$ cat src/shared/trig_in_map.svh
`ifndef TRIG_IN_MAP_SVH
`define TRIG_IN_MAP_SVH
// ----------------------------------------
// Register byte offsets, one block per line
// ----------------------------------------
`define LINE_COUNT        5
`define CHAN_COUNT        4
`define LINE_STRIDE       12'h020
`define OFS_CONFIG        12'h000
`define OFS_THRESHOLD     12'h004
`define OFS_OUTPUTS       12'h100
`define OFS_LOADMODE      12'h104
`define OFS_COUPLING      12'h108
`define OFS_LINE_STATE    12'h10C
// ----------------------------------------
// Config field positions
// ----------------------------------------
`define CFG_EN_BIT        0
`define CFG_TYPE_LSB      4
`define CFG_SENS_LSB      8
`define CFG_CHAN_LSB      12
`define CFG_RESP_LSB      16
`define CFG_COND_LSB      24
`define CFG_RESET         32'h0000_0000
`endif

$ cat src/shared/trig_in_pkg.sv
package trig_in_pkg;
  typedef enum logic [2:0]
  {
    type_rise, type_fall, type_high, type_low, type_state
  } trig_type_t;
  typedef enum logic [1:0] {sens_low, sens_mid, sens_high} sens_t;
  typedef enum logic [3:0]
  {
    resp_output_on, resp_output_off, resp_toggle, resp_source,
    resp_load_const_voltage, resp_load_const_current,
    resp_load_const_resistance, resp_independent_coupling,
    resp_series_coupling, resp_parallel_coupling
  } resp_t;
  typedef enum logic [1:0]
  {
    mode_source, mode_load_const_voltage, mode_load_const_current,
    mode_load_const_resistance
  } chan_mode_t;
  typedef enum logic [1:0]
  {
    independent_coupling, series_coupling, parallel_coupling
  } coupling_t;
  typedef enum logic [3:0]
  {
    cond_output_off, cond_output_on, cond_volt_above, cond_volt_below,
    cond_volt_equal, cond_curr_above, cond_curr_below, cond_curr_equal,
    cond_pow_above, cond_pow_below, cond_pow_equal, cond_auto
  } out_cond_t;
endpackage : trig_in_pkg

$ cat src/trig_line_detect.sv
// ----------------------------------------
// One trigger line: synchroniser and detector
// ----------------------------------------
module trig_line_detect
(
  input  wire logic                    clk_sys,
  input  wire logic                    resetn,
  input  wire logic                    line_pin,
  input  wire logic                    enable,
  input  wire trig_in_pkg::trig_type_t trig_type,
  output logic                         fire
);
  logic sync_a;
  logic sync_b;
  logic sync_c;
  logic level;
  logic prev;
  logic armed;
  logic cond;

  // Three stages; the first feeds only the second
  always_ff @(posedge clk_sys)
  begin
    if (!resetn)
    begin
      sync_a <= 1'b0;
      sync_b <= 1'b0;
      sync_c <= 1'b0;
    end
    else
    begin
      sync_a <= line_pin;
      sync_b <= sync_a;
      sync_c <= sync_b;
    end
  end

  // Accept a change once stages two and three agree
  always_ff @(posedge clk_sys)
  begin
    if (!resetn)
    begin
      level <= 1'b0;
      prev  <= 1'b0;
    end
    else
    begin
      if (sync_b == sync_c)
        level <= sync_c;
      prev <= level;
    end
  end

  // Condition per trigger type; state fires on either edge
  always_comb
  begin
    case (trig_type)
      trig_in_pkg::type_rise:  cond = level & ~prev;
      trig_in_pkg::type_fall:  cond = ~level & prev;
      trig_in_pkg::type_high:  cond = level;
      trig_in_pkg::type_low:   cond = ~level;
      trig_in_pkg::type_state: cond = level ^ prev;
      default:                 cond = 1'b0;
    endcase
  end

  // Level types fire once, then wait for the level to change back
  always_ff @(posedge clk_sys)
  begin
    if (!resetn)
      armed <= 1'b1;
    else if (!cond)
      armed <= 1'b1;
    else if (enable)
      armed <= 1'b0;
  end

  assign fire = enable & cond & armed;
endmodule : trig_line_detect

$ cat src/trig_in_ctrl.sv
// Function
// - Output-on response switches selected channels on
// - Output-off response switches selected channels off
// - Toggle response inverts selected channel outputs
// - Source response sets selected channels source
// - Load response sets voltage/current/resistance load
// - Coupling response sets first channel pair
// - Separate readable response per line
// - Three-level sensitivity stored per line; the detector does not use it
// - Sensitivity readable per line
// - Per-line mask of four channels
// - Channel mask readable per line
// - Selectable trigger type per line
// - Trigger type readable per line
// - Trigger output condition stored per line
// - Disabled line produces no action
//
// The register addresses and the AXI4-Lite register port are this design's own decisions.
`include "trig_in_map.svh"
module trig_in_ctrl
(
  input  wire logic        clk_sys,
  input  wire logic        resetn,
  input  wire logic [4:0]  trig_pin,
  input  wire logic [31:0] s_axi_awaddr,
  input  wire logic        s_axi_awvalid,
  output logic             s_axi_awready,
  input  wire logic [31:0] s_axi_wdata,
  input  wire logic [3:0]  s_axi_wstrb,
  input  wire logic        s_axi_wvalid,
  output logic             s_axi_wready,
  output logic [1:0]       s_axi_bresp,
  output logic             s_axi_bvalid,
  input  wire logic        s_axi_bready,
  input  wire logic [31:0] s_axi_araddr,
  input  wire logic        s_axi_arvalid,
  output logic             s_axi_arready,
  output logic [31:0]      s_axi_rdata,
  output logic [1:0]       s_axi_rresp,
  output logic             s_axi_rvalid,
  input  wire logic        s_axi_rready,
  output logic [3:0]       chan_output_on,
  output logic [7:0]       chan_mode,
  output logic [1:0]       pair_coupling
);
  localparam int NL = `LINE_COUNT;
  localparam int NC = `CHAN_COUNT;

  // ----------------------------------------
  // Per-line configuration storage
  // ----------------------------------------
  logic                    line_en   [NL];
  trig_in_pkg::trig_type_t line_type [NL];
  trig_in_pkg::sens_t      line_sens [NL];
  logic [NC-1:0]           line_chan [NL];
  trig_in_pkg::resp_t      line_resp [NL];
  trig_in_pkg::out_cond_t  line_cond [NL];
  logic [31:0]             line_thr  [NL];
  logic [NL-1:0]           fire;
  logic [NL-1:0]           fire_seen;

  // ----------------------------------------
  // AXI4-Lite slave
  // ----------------------------------------
  logic        aw_held;
  logic        w_held;
  logic [11:0] aw_addr;
  logic [31:0] w_data;
  logic [3:0]  w_strb;
  logic        do_write;
  logic [2:0]  wr_line;
  logic [2:0]  rd_line;
  logic        wr_cfg_hit;
  logic        wr_thr_hit;
  logic        wr_glob_hit;
  logic [31:0] next_rdata;
  logic        rd_ok;
  logic [31:0] wmask;
  logic [31:0] cfg_word [NL];

  // Address and data may arrive in either order
  assign s_axi_awready = !aw_held && !s_axi_bvalid;
  assign s_axi_wready  = !w_held && !s_axi_bvalid;
  assign s_axi_arready = !s_axi_rvalid;

  always_ff @(posedge clk_sys)
  begin
    if (!resetn)
    begin
      aw_held <= 1'b0;
      w_held  <= 1'b0;
      aw_addr <= 12'h000;
      w_data  <= 32'h0000_0000;
      w_strb  <= 4'h0;
    end
    else if (do_write)
    begin
      aw_held <= 1'b0;
      w_held  <= 1'b0;
    end
    else
    begin
      if (s_axi_awvalid && s_axi_awready)
      begin
        aw_held <= 1'b1;
        aw_addr <= s_axi_awaddr[11:0];
      end
      if (s_axi_wvalid && s_axi_wready)
      begin
        w_held <= 1'b1;
        w_data <= s_axi_wdata;
        w_strb <= s_axi_wstrb;
      end
    end
  end

  assign do_write = aw_held && w_held;
  assign wr_line  = aw_addr[7:5];
  assign wr_cfg_hit = aw_addr[11:8] == 4'h0 && wr_line < 3'(NL)
    && aw_addr[4:0] == 5'(`OFS_CONFIG);
  assign wr_thr_hit = aw_addr[11:8] == 4'h0 && wr_line < 3'(NL)
    && aw_addr[4:0] == 5'(`OFS_THRESHOLD);
  assign wr_glob_hit = aw_addr >= `OFS_OUTPUTS
    && aw_addr <= `OFS_LINE_STATE && aw_addr[1:0] == 2'b00;

  // Byte lanes of the write
  always_comb
  begin
    for (int b = 0; b < 4; b++)
      wmask[b*8 +: 8] = {8{w_strb[b]}};
  end

  // Write response; unmapped addresses get SLVERR
  always_ff @(posedge clk_sys)
  begin
    if (!resetn)
    begin
      s_axi_bvalid <= 1'b0;
      s_axi_bresp  <= 2'b00;
    end
    else if (do_write)
    begin
      s_axi_bvalid <= 1'b1;
      s_axi_bresp  <= (wr_cfg_hit || wr_thr_hit || wr_glob_hit)
        ? 2'b00 : 2'b10;
    end
    else if (s_axi_bready)
      s_axi_bvalid <= 1'b0;
  end

  // ----------------------------------------
  // Line registers and detectors
  // ----------------------------------------
  genvar g;
  generate
    for (g = 0; g < NL; g++)
    begin : gen_line
      logic [31:0] merged;

      assign cfg_word[g] = {4'h0, line_cond[g], 4'h0, line_resp[g],
        line_chan[g], 2'b00, line_sens[g], 1'b0, line_type[g],
        3'b000, line_en[g]};
      assign merged = (cfg_word[g] & ~wmask) | (w_data & wmask);

      // Fields store raw codes; software keeps them in range
      always_ff @(posedge clk_sys)
      begin
        if (!resetn)
        begin
          line_en[g]   <= 1'b0;
          line_type[g] <= trig_in_pkg::type_rise;
          line_sens[g] <= trig_in_pkg::sens_low;
          line_chan[g] <= 4'h0;
          line_resp[g] <= trig_in_pkg::resp_output_on;
          line_cond[g] <= trig_in_pkg::cond_output_off;
          line_thr[g]  <= 32'h0000_0000;
        end
        else if (do_write && wr_line == 3'(g))
        begin
          if (wr_cfg_hit)
          begin
            line_en[g]   <= merged[`CFG_EN_BIT];
            line_type[g] <= trig_in_pkg::trig_type_t'(
              merged[`CFG_TYPE_LSB +: 3]);
            line_sens[g] <= trig_in_pkg::sens_t'(
              merged[`CFG_SENS_LSB +: 2]);
            line_chan[g] <= merged[`CFG_CHAN_LSB +: 4];
            line_resp[g] <= trig_in_pkg::resp_t'(
              merged[`CFG_RESP_LSB +: 4]);
            line_cond[g] <= trig_in_pkg::out_cond_t'(
              merged[`CFG_COND_LSB +: 4]);
          end
          if (wr_thr_hit)
            line_thr[g] <= (line_thr[g] & ~wmask) | (w_data & wmask);
        end
      end

      trig_line_detect u_detect
      (
        .clk_sys   (clk_sys),
        .resetn    (resetn),
        .line_pin  (trig_pin[g]),
        .enable    (line_en[g]),
        .trig_type (line_type[g]),
        .fire      (fire[g])
      );
    end
  endgenerate

  // ----------------------------------------
  // Read path
  // ----------------------------------------
  assign rd_line = s_axi_araddr[7:5];

  // Every setting reads back from its own word
  always_comb
  begin
    next_rdata = 32'h0000_0000;
    rd_ok      = 1'b1;
    if (s_axi_araddr[11:8] == 4'h0 && rd_line < 3'(NL)
      && s_axi_araddr[4:0] == 5'(`OFS_CONFIG))
      next_rdata = cfg_word[rd_line];
    else if (s_axi_araddr[11:8] == 4'h0 && rd_line < 3'(NL)
      && s_axi_araddr[4:0] == 5'(`OFS_THRESHOLD))
      next_rdata = line_thr[rd_line];
    else if (s_axi_araddr[11:0] == `OFS_OUTPUTS)
      next_rdata = {28'h0, chan_output_on};
    else if (s_axi_araddr[11:0] == `OFS_LOADMODE)
      next_rdata = {24'h0, chan_mode};
    else if (s_axi_araddr[11:0] == `OFS_COUPLING)
      next_rdata = {30'h0, pair_coupling};
    else if (s_axi_araddr[11:0] == `OFS_LINE_STATE)
      next_rdata = {27'h0, fire_seen};
    else
      rd_ok = 1'b0;
  end

  // Read data registered; holds until taken
  always_ff @(posedge clk_sys)
  begin
    if (!resetn)
    begin
      s_axi_rvalid <= 1'b0;
      s_axi_rdata  <= 32'h0000_0000;
      s_axi_rresp  <= 2'b00;
    end
    else if (s_axi_arvalid && s_axi_arready)
    begin
      s_axi_rvalid <= 1'b1;
      s_axi_rdata  <= next_rdata;
      s_axi_rresp  <= rd_ok ? 2'b00 : 2'b10;
    end
    else if (s_axi_rready)
      s_axi_rvalid <= 1'b0;
  end

  // ----------------------------------------
  // Response actions on channel state
  // ----------------------------------------
  logic [3:0]    next_on;
  logic [7:0]    next_mode;
  logic [1:0]    next_coup;

  // Sticky record of which lines fired; writing ones there clears those bits
  always_ff @(posedge clk_sys)
  begin
    if (!resetn)
      fire_seen <= '0;
    else if (do_write && aw_addr == `OFS_LINE_STATE)
      fire_seen <= (fire_seen & ~w_data[NL-1:0]) | fire;
    else
      fire_seen <= fire_seen | fire;
  end

  // Lines applied in order; a higher line wins on a shared channel
  always_comb
  begin
    next_on   = chan_output_on;
    next_mode = chan_mode;
    next_coup = pair_coupling;
    if (do_write && aw_addr == `OFS_OUTPUTS)
      next_on = (chan_output_on & ~wmask[3:0]) | (w_data[3:0] & wmask[3:0]);
    for (int l = 0; l < NL; l++)
    begin
      if (fire[l])
      begin
        for (int c = 0; c < NC; c++)
        begin
          if (line_chan[l][c])
          begin
            case (line_resp[l])
              trig_in_pkg::resp_output_on:  next_on[c] = 1'b1;
              trig_in_pkg::resp_output_off: next_on[c] = 1'b0;
              trig_in_pkg::resp_toggle:     next_on[c] = ~next_on[c];
              trig_in_pkg::resp_source:
                next_mode[c*2 +: 2] = 2'(trig_in_pkg::mode_source);
              trig_in_pkg::resp_load_const_voltage:
                next_mode[c*2 +: 2] = 2'(trig_in_pkg::mode_load_const_voltage);
              trig_in_pkg::resp_load_const_current:
                next_mode[c*2 +: 2] = 2'(trig_in_pkg::mode_load_const_current);
              trig_in_pkg::resp_load_const_resistance:
                next_mode[c*2 +: 2] =
                  2'(trig_in_pkg::mode_load_const_resistance);
              default: ;
            endcase
          end
        end
        // Pair coupling needs both first channels selected
        if (line_chan[l][1:0] == 2'b11)
        begin
          case (line_resp[l])
            trig_in_pkg::resp_independent_coupling:
              next_coup = 2'(trig_in_pkg::independent_coupling);
            trig_in_pkg::resp_series_coupling:
              next_coup = 2'(trig_in_pkg::series_coupling);
            trig_in_pkg::resp_parallel_coupling:
              next_coup = 2'(trig_in_pkg::parallel_coupling);
            default: ;
          endcase
        end
      end
    end
  end

  // Channel state registers
  always_ff @(posedge clk_sys)
  begin
    if (!resetn)
    begin
      chan_output_on <= 4'h0;
      chan_mode      <= 8'h00;
      pair_coupling  <= 2'b00;
    end
    else
    begin
      chan_output_on <= next_on;
      chan_mode      <= next_mode;
      pair_coupling  <= next_coup;
    end
  end
endmodule : trig_in_ctrl

$ cat config.mk
export PLATFORM = sky130hd
export DESIGN_NAME = trig_in_ctrl
export DESIGN_NICKNAME = d
export VERILOG_FILES = /design/src/shared/trig_in_pkg.sv /design/src/trig_line_detect.sv /design/src/trig_in_ctrl.sv
export VERILOG_INCLUDE_DIRS = /design/src /design/src/shared
export SDC_FILE = /design/constraint.sdc
export NUM_CORES = 1
export LEC_CHECK = 0
export ABC_AREA = 1
export CAP_MARGIN = 20
export CORE_MARGIN = 2
export CORE_UTILIZATION = 33
export CTS_BUF_LIST = sky130_fd_sc_hd__clkbuf_16
export DETAILED_ROUTE_END_ITERATION = 16
export DONT_BUFFER_PORTS = 1
export GPL_ROUTABILITY_DRIVEN = 0
export PLACE_DENSITY_LB_ADDON = 0.3
export SETUP_SLACK_MARGIN = 0.2
export SYNTH_ARGS = -nofsm -noshare
export SYNTH_HDL_FRONTEND = slang
export SYNTH_SLANG_ARGS = --single-unit
export TNS_END_PERCENT = 20
$ cat constraint.sdc
create_clock -name clk_sys -period 2.7 [get_ports clk_sys]
set_input_delay 0 -clock clk_sys [delete_from_list [all_inputs] [get_ports clk_sys]]
set_output_delay 0 -clock clk_sys [all_outputs]
set_load 0.02 [all_outputs]
==> results.sh <==
export IMPL_ys_seq_area_frac=0.519
export IMPL_post_route_period_util=0.872
export IMPL_grt_pass1_wl_mm=100
export IMPL_cap_violations=0
export IMPL_avgSynthCellArea_um2=7.98
export IMPL_cts_root_buf="clkbuf_16"
export IMPL_violations="negative hold slack"
export IMPL_clock_sinks=385
export IMPL_setup_tns_ns=0
export IMPL_nets=2656
export IMPL_core_area_um2=59000
export IMPL_finalWirelength_mm=66.9
export IMPL_synth_top_area_frac=0.381
export IMPL_first_global_vias=16635
export IMPL_synth_flop_cell="edfxtp_1"
export IMPL_synth_edf_count=250
export IMPL_power_density_nw_per_um2=601
export IMPL_fin_crit_ns=2.35
export IMPL_hold_viol=1
export IMPL_drc=0
export IMPL_antenna_found_initial=0
export IMPL_tightest_slew_ns=0.940
export IMPL_viasPerCell=5.37
export IMPL_max_slew_margin=0.373
export IMPL_hold_depth=5
export IMPL_io_pins=167
export IMPL_finalMaxSlewViolations=0
export IMPL_drive_gt1_frac=0.0708
export IMPL_diodes=0
export IMPL_yosys_warnings=0
export IMPL_cp_start_kind="flop"
export IMPL_drtPass1Iterations=6
export IMPL_synth_area_leaders="edfxtp_1 38%, dfxtp_1 14%, a21oi_1 10%, nor2_1 8.8%, nand2_1 8.5%"
export IMPL_cts_tree="done"
export IMPL_synthesis_area_um2=19700
export IMPL_grt_ovfl_total=0
export IMPL_status="finished with violations"
export IMPL_grt_max_degree=114
export IMPL_drt_iter0_markers=2003
export IMPL_dieArea_um2=61600
export IMPL_fmax_mhz=425
export IMPL_timing_hold_ws_ns=-0.0196
export IMPL_wire_per_inst_um=20.0
export IMPL_clock_path_buffers=3
export IMPL_reg2regPathDepth=17
export IMPL_peakVddDrop_mv=0.480
export IMPL_fill_cells=6017
export IMPL_skew_ns=0.0471
export IMPL_grt_usage=0.214
export IMPL_hp_class="in2reg"
export IMPL_crit_path_max_fanout=10
export IMPL_yosysUniqueCellTypes=53
export IMPL_netlist_instances=2466
export IMPL_clk_pin_slew_ns=0.06
export IMPL_place_hpwl_mm=42.9
export IMPL_synthToLayoutAreaGrowth_pct=17.3
export IMPL_final_util=0.391
export IMPL_start_util=0.333
export IMPL_power_total_w=0.0139
export IMPL_insertion_delay_ns=0.61
export IMPL_synth_top_area_cell="edfxtp_1"
export IMPL_die_y_um=248
export IMPL_critPathKind="reg2reg"
export IMPL_cp_arrival_ns=2.82
export IMPL_htree_levels=2
export IMPL_p_leak_nw=8.89
export IMPL_async_flop_share=0
export IMPL_numCtsBuffers=45
export IMPL_ant_nets=0
export IMPL_synth_seq_cells=385
export IMPL_setup_viol=0
export IMPL_dr_total_vias=17967
export IMPL_critPathRequiredTime_ns=3.16
export IMPL_fp_row_count=89
export IMPL_rsz0062_at_grt="true"
export IMPL_cp_end_kind="flop"
export IMPL_io_buffers=0
export IMPL_die_x_um=248
stage by stage:
step / setup WS, ns / instance area, um^2 / cells
4_1_cts: 0.255 / 23000 / 3341
2_1_floorplan: 0.529 / 19700 / 2467
5_1_grt: 0.152 / 23100 / 3343
3_5_place_dp: 0.288 / 20600 / 3157
6_report: 0.345 / 23100 / 3343
3_3_place_gp: 0.389 / 20600 / 3156
critical path, cell delays in order, from the launching register on:
cell	delay, ns
dfxtp_1	0.65
nand2_1	0.21
nand2_1	0.11
nand4_1	0.12
nand3_1	0.11
nand2_1	0.06
nand2_1	0.10
nand3_1	0.08
nand2_1	0.09
nand2_1	0.08
nand2_1	0.08
nand2_1	0.05
nand2_1	0.10
nand2_1	0.06
nand2_1	0.07
nand2_1	0.06
a21oi_1	0.13
nor2_1	0.05
metal layers:
layer	part of all wire	track usage
met3	0.086	0.0339
met2	0.45	0.346
met1	0.44	0.293
met4	0.026	0.0655
met5	0	0
state kept, by name, indices dropped and copies added, names as in the netlist, 12 cells and up, named ones only:
register	flops
w_data	32
line_cond	20
line_thr	160
line_chan	20
line_resp	20
line_type	15
aw_addr	12
s_axi_rdata	32
worst paths after layout:
kind / start / end / slack, ns
worst max-delay path: w_strb[0]$_SDFFE_PN0P_ / chan_output_on[0]$_SDFF_PN0_ / 0.35
worst min-delay path: s_axi_araddr[7] / s_axi_rdata[18]$_SDFFE_PN0P_ / -0.02
worst max register to register: w_strb[0]$_SDFFE_PN0P_ / chan_output_on[0]$_SDFF_PN0_ / 0.35
worst min register to register: gen_line[0].u_detect.sync_a$_SDFF_PN0_ / gen_line[0].u_detect.sync_b$_SDFF_PN0_ / 0.41
report_power, final:
| part | total [W] | switching (W) | internal (W) |
|---|---|---|---|
| sequential | 0.00672 | 0.000225 | 0.00650 |
| combinational | 0.00148 | 0.000977 | 0.000502 |
| clock | 0.00567 | 0.00257 | 0.00310 |
cells in the mapped netlist, types with 3 or more instances:
cell / n
buf_4: 3
o21bai_1: 5
nand2_4: 5
o22ai_1: 26
ha_1: 10
o311ai_1: 3
o221ai_1: 6
o21ai_1: 17
clkinv_1: 25
a32o_1: 17
nand4_1: 17
nand2_1: 446
nand2_2: 6
a21oi_1: 392
o211ai_1: 23
buf_2: 11
o21ai_0: 149
nor3_1: 26
nor3_2: 4
edfxtp_1: 250
buf_1: 14
nand3_1: 66
nor2_4: 7
inv_2: 15
dfxtp_1: 135
inv_1: 164
nor2_1: 463
o21ai_2: 3
nor2_2: 7
clkbuf_1: 107
a32oi_1: 11
nor4_1: 5
cells in the final DEF (no fill, tap or decap), types with 5 or more instances in the layout:
master,netlist,layout
o21ai_0,149,149
ha_1,10,10
a21oi_1,392,391
nand2_1,446,445
nand2_2,6,7
nor2_2,7,6
a32o_1,17,17
o21ai_1,17,16
buf_4,3,45
nor4_1,5,5
clkinv_2,1,10
inv_2,15,20
o22ai_1,26,26
clkbuf_16,0,46
clkinv_1,25,34
dlygate4sd3_1,0,97
dfxtp_1,135,133
nor2_4,7,8
o21bai_1,5,5
nand4_1,17,17
nor3_1,26,26
nor2_1,463,463
o211ai_1,23,23
a32oi_1,11,11
inv_1,164,174
nand2_4,5,5
edfxtp_1,250,250
nand3_1,66,65
buf_12,0,13
o221ai_1,6,6
cells by family (layout without fill, tap and decap cells):
| group | count (synthesis) | count (layout) | synth area share |
|---|---|---|---|
| other | 1 | 2 | 0.000191 |
| buffers and inverters | 343 | 446 | 0.0678 |
| XOR/XNOR | 1 | 1 | 0.000445 |
| adder cells (fa/ha/maj) | 10 | 10 | 0.00636 |
| AO/OA/AOI/OAI | 667 | 667 | 0.186 |
| flip-flops | 385 | 385 | 0.519 |
| AND/OR/NAND/NOR | 1059 | 1059 | 0.220 |
layout make-up:
type | instances | area, um^2 | area share
clock buffer | 46 | 1150 | 0.0498
clock inverter | 37 | 205 | 0.00889
inverter | 206 | 779 | 0.0338
multi-input combinational | 1739 | 8170 | 0.354
sequential | 385 | 10200 | 0.442
tap | 773 | 967 | 0.0419
timing repair buffer | 157 | 1610 | 0.0697
what timing repair did:
item	CTS	global route
buffers inserted	0	2
hold buffers	101	0
hold endpoints to repair	549	0
gates resized for setup	0	9
endpoints found under the setup margin	0	17
Note: power is estimated with default switching activity, not from simulation.
